### src/design/rwu_pkg.sv
package rwu_pkg;
    // bus
    localparam int          ADDR_W          = 8;
    localparam int          DATA_W          = 8;
    localparam logic [7:0]  ADDR_WDT_RESTART = 8'he3;
    localparam logic [7:0]  ADDR_SYS_SC     = 8'hff;
    localparam logic [7:0]  ADDR_IRQ_STAT   = 8'hf0;
    localparam logic [7:0]  ADDR_IRQ_MASK   = 8'hf1;
    localparam logic [7:0]  ADDR_OSC_CTRL   = 8'hf2;
    localparam logic [7:0]  RESTART_BOTH    = 8'h38;
    localparam logic [7:0]  SYS_SC_RESET    = 8'h10;
    localparam logic [7:0]  ZERO_BYTE       = 8'h00;
    localparam logic [7:0]  RESET_VECTOR    = 8'h00;
    // status/control field positions
    localparam int          SC_IRQEN        = 7;
    localparam int          SC_WDOG         = 5;
    localparam int          SC_PWRON        = 4;
    localparam int          SC_SLEEP        = 3;
    localparam int          SC_STOP         = 0;
    // interrupt status bits
    localparam int          IRQ_W           = 2;
    localparam int          IRQ_SLEEP_OVF   = 0;
    localparam int          IRQ_HOLD_DONE   = 1;
    // timing
    localparam longint      CLK_HZ          = 200_000_000;
    localparam longint      CLK_PERIOD_NS   = 5;
    localparam longint      LP_OSC_HZ       = 32_000;
    localparam longint      HOLD_NS         = 20_000_000;
    localparam int          HOLD_CYCLES     =
        int'((HOLD_NS + CLK_PERIOD_NS - 1) / CLK_PERIOD_NS);
    localparam int          TICK_DIV        = int'(CLK_HZ / LP_OSC_HZ);
    localparam int          HOLD_W          = 23;
    localparam int          DIV_W           = 16;
    // sleep timer last counts in low-power oscillator ticks; each period is one tick longer
    localparam int          SLP_W           = 15;
    localparam logic [14:0] SLP_P0          = 15'h003f;
    localparam logic [14:0] SLP_P1          = 15'h01ff;
    localparam logic [14:0] SLP_P2          = 15'h0fff;
    localparam logic [14:0] SLP_P3          = 15'h7fff;
    localparam logic [1:0]  WDT_LAST        = 2'h2;
endpackage

### src/design/rwu_timer_if.sv
`timescale 1ns/1ps
interface rwu_timer_if;
    logic       soft_rst;
    logic       wdt_en;
    logic [1:0] period_sel;
    logic       clr_wdt;
    logic       clr_sleep;
    logic       overflow;
    logic       wdt_fire;
    logic [1:0] wdt_count;
    modport ctrl  (output soft_rst, wdt_en, period_sel, clr_wdt, clr_sleep,
                   input overflow, wdt_fire, wdt_count);
    modport timer (input soft_rst, wdt_en, period_sel, clr_wdt, clr_sleep,
                   output overflow, wdt_fire, wdt_count);
endinterface

### src/design/rwu_timers.sv
`timescale 1ns/1ps
module rwu_timers #(
    parameter int TICK_DIV = rwu_pkg::TICK_DIV
) (
    input  wire logic   clk_in,
    rwu_timer_if.timer  tif
);
    logic [rwu_pkg::DIV_W-1:0] div_q;
    logic [rwu_pkg::SLP_W-1:0] slp_q;
    logic [rwu_pkg::SLP_W-1:0] period;
    logic [1:0]                wdt_q;
    logic                      tick;
    logic                      ovf;

    // low-power oscillator tick as one-cycle enable
    assign tick = (div_q == rwu_pkg::DIV_W'(TICK_DIV - 1));
    always_ff @(posedge clk_in) begin
        if (tif.soft_rst || tick) begin
            div_q <= '0;
        end else begin
            div_q <= div_q + 1'b1;
        end
    end

    // period select
    always_comb begin
        unique case (tif.period_sel)
            2'h0: period = rwu_pkg::SLP_P0;
            2'h1: period = rwu_pkg::SLP_P1;
            2'h2: period = rwu_pkg::SLP_P2;
            2'h3: period = rwu_pkg::SLP_P3;
        endcase
    end

    // sleep timer counts oscillator ticks
    assign ovf = tick && (slp_q >= period);
    always_ff @(posedge clk_in) begin
        if (tif.soft_rst || tif.clr_sleep) begin
            slp_q <= '0;
        end else if (ovf) begin
            slp_q <= '0;
        end else if (tick) begin
            slp_q <= slp_q + 1'b1;
        end
    end

    // watchdog counter advances on overflows
    always_ff @(posedge clk_in) begin
        if (tif.soft_rst || tif.clr_wdt) begin
            wdt_q <= '0;
        end else if (tif.wdt_en && ovf) begin
            wdt_q <= (wdt_q == rwu_pkg::WDT_LAST) ? 2'h0 : wdt_q + 1'b1;
        end
    end

    assign tif.overflow  = ovf;
    assign tif.wdt_fire  = tif.wdt_en && ovf && !tif.clr_wdt &&
                           (wdt_q == rwu_pkg::WDT_LAST);
    assign tif.wdt_count = wdt_q;
endmodule

### src/design/rwu_top.sv
`timescale 1ns/1ps
module rwu_top #(
    parameter int HOLD_CYCLES = rwu_pkg::HOLD_CYCLES,
    parameter int TICK_DIV    = rwu_pkg::TICK_DIV
) (
    // clock and reset
    input  wire logic                       CLK_IN,
    input  wire logic                       RESETN_IN,
    // supply and processor status
    input  wire logic                       SUPPLY_LOW_IN,
    input  wire logic                       GLOBAL_IRQ_ENABLE_IN,
    input  wire logic                       IRQ_PENDING_IN,
    // register port
    input  wire logic [rwu_pkg::ADDR_W-1:0] ADDR_IN,
    input  wire logic [rwu_pkg::DATA_W-1:0] WDATA_IN,
    input  wire logic                       WR_IN,
    input  wire logic                       RD_IN,
    output logic      [rwu_pkg::DATA_W-1:0] RDATA_OUT,
    // processor control
    output logic                            CPU_HOLD_OUT,
    output logic      [7:0]                 RESET_VECTOR_OUT,
    output logic                            CPU_SLEEP_OUT,
    output logic                            CPU_STOP_OUT,
    output logic                            WATCHDOG_RESET_EVENT_OUT,
    output logic                            SLEEP_TIMER_IRQ_OUT,
    output logic                            IRQ_OUT
);
    rwu_timer_if tif ();

    logic                       por_event;
    logic                       wdog_rst_q;
    logic                       any_rst;
    logic                       wr_sc;
    logic                       wr_restart;
    logic                       wr_stat;
    logic                       wr_mask;
    logic                       wr_osc;
    logic                       pwr_flag_q;
    logic                       wdog_flag_q;
    logic                       sleep_q;
    logic                       stop_q;
    logic                       wdt_en_q;
    logic                       hold_q;
    logic [rwu_pkg::HOLD_W-1:0] hold_cnt_q;
    logic [1:0]                 osc_sel_q;
    logic [rwu_pkg::IRQ_W-1:0]  irq_stat_q;
    logic [rwu_pkg::IRQ_W-1:0]  irq_mask_q;
    logic [rwu_pkg::IRQ_W-1:0]  irq_evt;
    logic                       hold_done;
    logic [7:0]                 sc_view;
    logic [7:0]                 rdata_d;
    logic [7:0]                 rdata_q;

    // reset sources
    assign por_event = !RESETN_IN || SUPPLY_LOW_IN;
    assign any_rst   = por_event || wdog_rst_q;

    // write decode
    assign wr_sc      = WR_IN && (ADDR_IN == rwu_pkg::ADDR_SYS_SC);
    assign wr_restart = WR_IN && (ADDR_IN == rwu_pkg::ADDR_WDT_RESTART);
    assign wr_stat    = WR_IN && (ADDR_IN == rwu_pkg::ADDR_IRQ_STAT);
    assign wr_mask    = WR_IN && (ADDR_IN == rwu_pkg::ADDR_IRQ_MASK);
    assign wr_osc     = WR_IN && (ADDR_IN == rwu_pkg::ADDR_OSC_CTRL);

    // watchdog reset pulse, one cycle after the counter fires
    always_ff @(posedge CLK_IN) begin
        if (por_event) begin
            wdog_rst_q <= 1'b0;
        end else begin
            wdog_rst_q <= tif.wdt_fire;
        end
    end

    // power-on flag: set by power-on only, firmware may clear
    always_ff @(posedge CLK_IN) begin
        if (por_event) begin
            pwr_flag_q <=
                rwu_pkg::SYS_SC_RESET[rwu_pkg::SC_PWRON];
        end else if (wdog_rst_q) begin
            pwr_flag_q <= 1'b0;
        end else if (wr_sc && !WDATA_IN[rwu_pkg::SC_PWRON]) begin
            pwr_flag_q <= 1'b0;
        end
    end

    // watchdog reset flag: set by watchdog reset, firmware may clear
    always_ff @(posedge CLK_IN) begin
        if (por_event) begin
            wdog_flag_q <= rwu_pkg::SYS_SC_RESET[rwu_pkg::SC_WDOG];
        end else if (wdog_rst_q) begin
            wdog_flag_q <= 1'b1;
        end else if (wr_sc && !WDATA_IN[rwu_pkg::SC_WDOG]) begin
            wdog_flag_q <= 1'b0;
        end
    end

    // watchdog enable: only a power-on disables it
    always_ff @(posedge CLK_IN) begin
        if (por_event) begin
            wdt_en_q <= 1'b0;
        end else if (wr_sc && pwr_flag_q &&
                     !WDATA_IN[rwu_pkg::SC_PWRON]) begin
            wdt_en_q <= 1'b1;
        end
    end

    // sleep and stop bits
    always_ff @(posedge CLK_IN) begin
        if (any_rst) begin
            sleep_q <= rwu_pkg::SYS_SC_RESET[rwu_pkg::SC_SLEEP];
            stop_q  <= rwu_pkg::SYS_SC_RESET[rwu_pkg::SC_STOP];
        end else begin
            if (wr_sc) begin
                sleep_q <= WDATA_IN[rwu_pkg::SC_SLEEP];
                stop_q  <= WDATA_IN[rwu_pkg::SC_STOP];
            end else if (IRQ_PENDING_IN || IRQ_OUT) begin
                sleep_q <= 1'b0;
            end
        end
    end

    // processor hold-off after power-on
    assign hold_done = hold_q &&
        (hold_cnt_q == rwu_pkg::HOLD_W'(HOLD_CYCLES - 1));
    always_ff @(posedge CLK_IN) begin
        if (por_event) begin
            hold_q     <= 1'b1;
            hold_cnt_q <= '0;
        end else if (hold_done) begin
            hold_q     <= 1'b0;
        end else if (hold_q) begin
            hold_cnt_q <= hold_cnt_q + 1'b1;
        end
    end

    // sleep period select
    always_ff @(posedge CLK_IN) begin
        if (any_rst) begin
            osc_sel_q <= '0;
        end else if (wr_osc) begin
            osc_sel_q <= WDATA_IN[1:0];
        end
    end

    // interrupt status, mask and output
    assign irq_evt[rwu_pkg::IRQ_SLEEP_OVF] = tif.overflow;
    assign irq_evt[rwu_pkg::IRQ_HOLD_DONE] = hold_done;
    always_ff @(posedge CLK_IN) begin
        if (any_rst) begin
            irq_mask_q <= '0;
        end else if (wr_mask) begin
            irq_mask_q <= WDATA_IN[rwu_pkg::IRQ_W-1:0];
        end
    end
    always_ff @(posedge CLK_IN) begin
        if (any_rst) begin
            irq_stat_q <= '0;
        end else begin
            irq_stat_q <= irq_evt | (irq_stat_q &
                ~(wr_stat ? WDATA_IN[rwu_pkg::IRQ_W-1:0] : '0));
        end
    end
    assign IRQ_OUT = |(irq_stat_q & irq_mask_q);

    // timers
    assign tif.soft_rst   = any_rst;
    assign tif.wdt_en     = wdt_en_q;
    assign tif.period_sel = osc_sel_q;
    assign tif.clr_wdt    = wr_restart;
    assign tif.clr_sleep  = wr_restart &&
                            (WDATA_IN == rwu_pkg::RESTART_BOTH);

    rwu_timers #(
        .TICK_DIV (TICK_DIV)
    ) u_timers (
        .clk_in (CLK_IN),
        .tif    (tif)
    );

    // read view of status/control
    always_comb begin
        sc_view                   = rwu_pkg::ZERO_BYTE;
        sc_view[rwu_pkg::SC_IRQEN] = GLOBAL_IRQ_ENABLE_IN;
        sc_view[rwu_pkg::SC_WDOG]  = wdog_flag_q;
        sc_view[rwu_pkg::SC_PWRON] = pwr_flag_q;
        sc_view[rwu_pkg::SC_SLEEP] = sleep_q;
        sc_view[rwu_pkg::SC_STOP]  = stop_q;
    end

    // read mux; restart register and unmapped addresses read zero
    always_comb begin
        rdata_d = rwu_pkg::ZERO_BYTE;
        unique case (ADDR_IN)
            rwu_pkg::ADDR_SYS_SC:   rdata_d = sc_view;
            rwu_pkg::ADDR_IRQ_STAT: rdata_d = {6'h00, irq_stat_q};
            rwu_pkg::ADDR_IRQ_MASK: rdata_d = {6'h00, irq_mask_q};
            rwu_pkg::ADDR_OSC_CTRL: rdata_d = {tif.wdt_count, 4'h0, osc_sel_q};
            default:                rdata_d = rwu_pkg::ZERO_BYTE;
        endcase
    end
    always_ff @(posedge CLK_IN) begin
        if (!RESETN_IN) begin
            rdata_q <= rwu_pkg::ZERO_BYTE;
        end else if (RD_IN) begin
            rdata_q <= rdata_d;
        end else begin
            rdata_q <= rwu_pkg::ZERO_BYTE;
        end
    end

    // outputs
    assign RDATA_OUT                = rdata_q;
    assign CPU_HOLD_OUT             = hold_q || wdog_rst_q;
    assign RESET_VECTOR_OUT         = rwu_pkg::RESET_VECTOR;
    assign CPU_SLEEP_OUT            = sleep_q;
    assign CPU_STOP_OUT             = stop_q;
    assign WATCHDOG_RESET_EVENT_OUT = wdog_rst_q;
    assign SLEEP_TIMER_IRQ_OUT      = tif.overflow;
endmodule

### config.mk
export PLATFORM = sky130hd
export DESIGN_NAME = rwu_top
export DESIGN_NICKNAME = d
export VERILOG_FILES = /design/src/design/rwu_pkg.sv /design/src/design/rwu_timer_if.sv /design/src/design/rwu_timers.sv /design/src/design/rwu_top.sv
export SDC_FILE = /design/constraint.sdc
export NUM_CORES = 1
export LEC_CHECK = 0
export BUFFER_PORTS_ARGS = -buffer_cell sky130_fd_sc_hd__buf_2
export CORE_MARGIN = 5
export CORE_UTILIZATION = 55
export CTS_CLUSTER_DIAMETER = 150
export DETAILED_ROUTE_END_ITERATION = 16
export PLACE_DENSITY = 0.76
export SYNTH_ARGS = -nofsm -noshare
export SYNTH_HDL_FRONTEND = slang
export SYNTH_SLANG_ARGS = --single-unit
### constraint.sdc
create_clock -name CLK_IN -period 2.7 [get_ports CLK_IN]
set_input_delay 0 -clock CLK_IN [delete_from_list [all_inputs] [get_ports CLK_IN]]
set_output_delay 0 -clock CLK_IN [all_outputs]
set_load 0.005 [all_outputs]
==> results of run 1 <==
-- layout make-up --
cell class / count / share of cell area (%)
timing repair buffer: 52 / 7.43
clock inverter: 5 / 1.83
clock buffer: 11 / 3.08
sequential: 76 / 33.2
inverter: 12 / 0.983
multi-input combinational: 334 / 50.8
tap: 99 / 2.70
-- logic make-up (layout without fill, tap and decap cells) --
group,Yosys count,after routing,synth area share (%)
adders and majority gates,11,11,3.42
other,1,9,0.0932
and+or+nand+nor,209,209,31.5
DFF,76,76,37.8
muxes,8,8,1.99
xor gates and xnor gates,38,38,8.27
buffers and inverters,37,80,5.13
AOI/OAI and AO/OA,59,59,11.8
-- stage by stage --
stage | cells | instance area, sq um | utilization, % | power [W] | worst slack, ps
3_5_place_dp | 557 | 4200 | 58.5 | 0.00122 | 375
2_1_floorplan | 447 | 4060 | - | 0.00120 | 695
4_1_cts | 583 | 4530 | 63.1 | 0.00220 | 61.6
3_3_place_gp | 557 | 4200 | 58.5 | 0.00122 | 517
5_1_grt | 589 | 4580 | 63.9 | 0.00226 | 111
6_report | 589 | 4580 | 63.9 | 0.00219 | 208
-- what timing repair did --
action,in CTS,in global routing
endpoints found under the setup margin,0,1
setup buffers,0,6
hold buffers,10,0
endpoints found under the hold margin,12,0
-- routing by layer --
| metal | track usage (%) | vias to the layer above | part of all wire (%) |
|---|---|---|---|
| met5 | 0 | - | 0 |
| met3 | 3.95 | 11 | 4.1 |
| met4 | 7.58 | 0 | 2.0 |
| li1 | - | 1663 | - |
| met1 | 23.8 | 1583 | 45 |
| met2 | 33.8 | 62 | 49 |
-- where the power goes --
group / total [W] / leakage, nW / switching [W] / internal [W]
clock network: 0.000986 / 0.106 / 0.000437 / 0.000549
registers: 0.00113 / 0.612 / 0.00000383 / 0.00112
logic: 0.0000784 / 0.891 / 0.0000475 / 0.0000308
-- layout by cell type (no fill, tap or decap), types with 3 or more instances in the layout --
master          n
dlygate4sd3_1  10
a21oi_1        17
nand4_1        13
a31oi_1         4
inv_1          12
and3_1          9
xor2_1         13
or3_1           5
o21ai_1         3
conb_1          9
xnor2_1        25
clkbuf_8       10
nand3_1        22
o211ai_1        4
nor4_1          4
and2_1          7
o21ai_0         6
and4_1          9
buf_2          35
mux2i_1         8
nor3b_1         3
nor3_1         18
nor3_2          9
nand2_1        37
nor4_2          3
or4_1           4
nor2_1         44
buf_4           6
a211oi_1        3
dfxtp_1        76
ha_1           11
-- final timing paths --
path / end / slack, ps / cells past startpoint
worst max register to register: irq_stat_q[0] / 250 / 9
worst min-delay path: RDATA_OUT[1] / 70 / 3
worst min register to register: RDATA_OUT[5] / 480 / 1
worst max-delay path: SLEEP_TIMER_IRQ_OUT / 210 / 8
-- registers in the layout, summed over array words and instances (netlist names), 2 cells and up --
signal                  flops
hold_cnt_q                 23
RDATA_OUT                   7
osc_sel_q                   2
irq_stat_q                  2
u_timers.tif.wdt_count      2
u_timers.slp_q             15
irq_mask_q                  2
u_timers.div_q             16
-- worst max-delay path, stage by stage (launching register included) --
cell	delay [ps]
dfxtp_1	480
nand2_1	160
ha_1	350
a21oi_1	140
a21boi_0	150
a311oi_2	420
a31oi_4	140
buf_12	160
buf_2	120
==> impl_results.md, run 1 <==
* Mean Syn Cell Area at 9.17 sq um
* Hold Startpoint: ADDR_IN[0]
* Nets at 519
* Clk Latency, worst-skew pair at 360 ps
* TritonCTS clock tree: built
* Ys async rst share at 0%
* Final min period at 2490 ps
* Post-synth top area cell: dfxtp_1
* Peak supply drop at 0.370 mV
* Unique cell type count in the Yosys netlist at 67
* Largest net degree at the start of global routing at 27
* Setup tns final at 0 ps
* Fin. max-slew vios at 0
* DRT Wirelength at 8450 um
* CP Max Fanout at 11
* Outcome: finished clean
* Drt first pass iters at 4
* 1st-iter DRT viols at 90
* Kind of critical path: reg -> out
* Post-Synthesis Cells at 439
* # fillers at 605
* Critical path launch point: osc_sel_q[1]
* Port buffer count at 35
* Largest cells by area after synthesis: dfxtp_1 (38%), xnor2_1 (5.4%), nor2_1 (4.1%)
* GPL Wtd Cong at 0.879
* DR WL/cell at 14.4 um
* Area of the multi-input gates at 0.00233 sq mm
* Core area at 0.00718 sq mm
* Final Cycle Share at 92.3%
* PwrDens at 478 mW/mm^2
* # clock sinks at 76
* CTS Root Cell: clkbuf_8
* Rel. slew slack at 46.5%
* Max Clock Skew at 12.0 ps
* Worst EP arrival at 2490 ps
* # rows at 31
* CTS resizes at 0
* Max-cap viol count at 0
* Clk buf depth at 2
* Launch point of the worst reg-to-reg path: osc_sel_q[1]
* RSZ-0062 raised after global routing: false
* Area grow syn2layout at 13.9%
* Post-detail-place hpwl at 5840 um
* Final Hold Vio Count at 0
* Clock buffer count from CTS at 9
* Chip height at 95.5 um
* Static Leak at 1.61 nW
* Starting Density at 56.1%
* First-pass GRT wire length at 14100 um
* Ant diodes at 0
* Fraction of layout cells with a size suffix above 1 at 19.2%
* Yosys warnings at 0
* Count leader, synth: dfxtp_1
* FF+latch count, synth at 76
* Top-area cell type share of the netlist area at 37.8%
* Register area share after synthesis at 37.8%
* Most frequent cells after synthesis: dfxtp_1 (76), nor2_1 (44), nand2_1 (37)
* DRC viols at 0
* Detail-routed via count per cell at 5.63
* Fmax at 0.401 GHz
* # setup viols final at 0
* Final ANT Viol Nets at 0
* I/O Pins at 45
* Vias at 3319
* Min-delay worst type: in -> reg
* Worst slew pin tran at 796 ps
* Vias in the first global route at 3159
* Clock transition at the registers of the reported paths at 80 ps
* Die ar. at 0.00913 sq mm
* Critical Path Start Type: flip-flop
* Required time worst endpoint at 2700 ps
* Post-synth top flop: dfxtp_1
* Nature of the critical path endpoint: output port
* Total gr overflow at 0
* GRT Util Overall at 19.6%
* Die W at 95.5 um
* EDFF count, synth at 0
* # H-tree levels at 3
* Initial antenna violation count at 0
* Register area at 0.00152 sq mm
* Netlist Area Pre-Place at 0.00403 sq mm
* Hold Worst Slack at 69.6 ps
No activity file was read; power rests on OpenSTA's default activity.
==> run 2: changes to the inputs <==
GPL_TIMING_DRIVEN = 0   (was not set)
SYNTH_HIERARCHICAL = 1   (was not set)
==> run 2 against run 1 <==
  * Area after synthesis decreased by 4.2%
  * Total power fell by 10%
  * Critical path depth fell by 2
  * Die area is 3.8% lower
  * Non-clock buffer count grew 14
  * Count of clock-buffer cells in the layout unchanged
  * Cell count is 3.4% higher
==> impl_results.md, run 2 <==
* RSZ-0062 raised after global routing: false
* Top-area cell type share of the netlist area at 39.5%
* Final Instance Area at 0.00445 sq mm
* Kind of critical path: reg -> out
* Commonest cells after routing, fill and taps aside: dfxtp_1 (76), nor2_1 (52), nand2_1 (40), buf_2 (34), nand3_1 (26)
* DR WL/cell at 13.5 um
* Drt first pass iters at 4
* DRT Wirelength at 8200 um
* Outcome: finished clean
* # rows at 30
* Post-synth top flop: dfxtp_1
* GRT busiest layer: met2
* Max-cap viol count at 0
* GPL Wtd Cong at 0.877
* Fin. max-slew vios at 0
* FF+latch count, synth at 76
* Commonest non-fill, non-tap cell in the layout: dfxtp_1
* Post-synth top area cell: dfxtp_1
* Worst EP arrival at 2470 ps
* # H-tree levels at 3
* Met3 Usage GRT at 3.69%
* Crit path largest cell delay at 410 ps
* Unique cell type count in the Yosys netlist at 58
* CTS Root Cell: clkbuf_8
* Register area share after synthesis at 39.5%
* Min-delay worst type: in -> reg
* Mean Syn Cell Area at 8.60 sq um
* Starting Density at 56.7%
* Static Leak at 1.62 nW
* Placed cell areas at 0.00417 sq mm
* PwrDens at 442 mW/mm^2
* Initial antenna violation count at 0
* Chip height at 93.7 um
* Top flop regs: hold_cnt_q x23, u_timers/div_q x16, u_timers/slp_q x15
* Rel. slew slack at 59.7%
* 1st-iter DRT viols at 120
* CP Max Fanout at 12
* Port buffer count at 32
* Crit path cell chain: ha_1, nor3b_1, nand4_1, a31oi_4, buf_2, buf_2
* TritonCTS clock tree: built
* Netlist Area Pre-Place at 0.00385 sq mm
* Largest register FFs at 23
* Ys async rst share at 0%
* Nets at 543
* Clk buf depth at 2
* Clock transition at the registers of the reported paths at 80 ps
* DRC viols at 0
* Detail-routed via count per cell at 5.45
* Most flops, register: hold_cnt_q
* Clock buffer count from CTS at 9
* Final ANT Viol Nets at 0
* Fmax at 0.406 GHz
* Met1 GRT Util at 26.5%
* GRT Util Overall at 19.5%
* Slowest-stage cell, CP: dfxtp_1
* Final min period at 2470 ps
* Vias at 3322
* Total gr overflow at 0
* Clk Latency, worst-skew pair at 350 ps
* Met2 Track Usage GR at 30.1%
* # clock sinks at 76
* Area grow syn2layout at 15.4%
* Post-detail-place hpwl at 5870 um
* Most frequent CP cell: buf_2
* Die ar. at 0.00878 sq mm
* CP bufs+invs at 2
* Family with the most delay on the worst path: simple AND/OR/NAND/NOR gates
* Vias in the first global route at 3096
* Worst slew pin tran at 600 ps
* Core area at 0.00679 sq mm
* Fraction of layout cells with a size suffix above 1 at 15.0%
* # setup viols final at 0
* Yosys warnings at 6
* Die W at 93.7 um
* Count leader, synth: dfxtp_1
* I/O Pins at 45
* Setup tns final at 0 ps
* Register-to-Register Setup Slack at 260 ps
* Critical Path Start Type: flip-flop
* Largest cells by area after synthesis: dfxtp_1 (39%), xor2_1 (5.7%), nor2_1 (5.2%)
* Final Cycle Share at 91.3%
* First-pass GRT wire length at 13900 um
* Largest net degree at the start of global routing at 13
* Hold Worst Slack at 46.6 ps
* Max Clock Skew at 13.2 ps
* Nature of the critical path endpoint: output port
* Peak supply drop at 0.273 mV
* EDFF count, synth at 0
* Ant diodes at 0
* Required time worst endpoint at 2700 ps
* Final Hold Vio Count at 0
* Most frequent cells after synthesis: dfxtp_1 (76), nor2_1 (53), nand2_1 (40)
* Post-Synthesis Cells at 448
run 2: path summary, 6_finish.rpt:
path / start / to / cells after the start
hold reg to reg: wdog_flag_q / RDATA_OUT[5] / 1
setup / recovery: u_timers/div_q[0] / SLEEP_TIMER_IRQ_OUT / 6
hold / removal: RESETN_IN / RDATA_OUT[1] / 3
setup reg to reg: osc_sel_q[1] / irq_stat_q[0] / 9
run 2: final cells by class:
cell class	count	area (sq um)
Buffer	24	144
Timing Repair Buffer	42	260
Sequential cell	76	1520
Tap cell	96	120
Clock inverter	4	26.3
Clock buffer	11	141
Multi-Input combinational cell	348	2210
Fill cell	538	2340
Inverter	8	30.0
run 2: repair_timing:
action / 4_1_cts / 5_1_grt
resized for setup: 1 / 2
pin swaps: 0 / 0
hold buffers: 10 / 0
endpoints found under the hold margin: 12 / 0
setup endpoints to repair: 1 / 1
setup buffers: 0 / 0
run 2: per-layer routing:
metal | routed length [um] | share of wire [%]
met2 | 3640 | 44
met5 | 0 | 0
met3 | 480 | 5.9
met4 | 145 | 1.8
met1 | 3930 | 48
run 2: logic make-up (layout without fill, tap and decap cells):
| logic type | count (synthesis) | count (layout) | share of synthesized area, % |
|---|---|---|---|
| adders and majority gates | 11 | 11 | 3.57 |
| and+or+nand+nor | 227 | 227 | 32.6 |
| AOI/OAI and AO/OA | 57 | 57 | 9.48 |
| buffers and inverters | 32 | 89 | 4.51 |
| DFF | 76 | 76 | 39.5 |
| muxes | 9 | 9 | 2.34 |
| xor gates and xnor gates | 35 | 35 | 7.95 |
| other | 1 | 9 | 0.0973 |
run 2: worst register-to-register path, stage by stage (launching register included):
cell	delay, ps
dfxtp_1	410
nand2_1	140
ha_1	310
a21o_1	160
a21o_1	170
a21oi_1	300
a31oi_4	190
buf_2	250
nor4b_1	310
nor3_1	80
run 2: metrics by stage:
step                total power (W)  worst slack [ps]  utilization [%]  std cells
floorplan                   0.00120               566                -        456
CTS                         0.00198              91.4             65.3        609
global placement            0.00123               192             61.3        584
finish                      0.00197               234             65.5        609
global route                0.00206             0.973             65.5        609
detailed placement          0.00123              93.0             61.3        584
run 2: report_power, final:
part | internal, W | switching (W) | leakage (nW)
logic | 0.0000384 | 0.0000479 | 0.920
clock network | 0.000352 | 0.000403 | 0.0852
registers | 0.00112 | 0.00000396 | 0.612
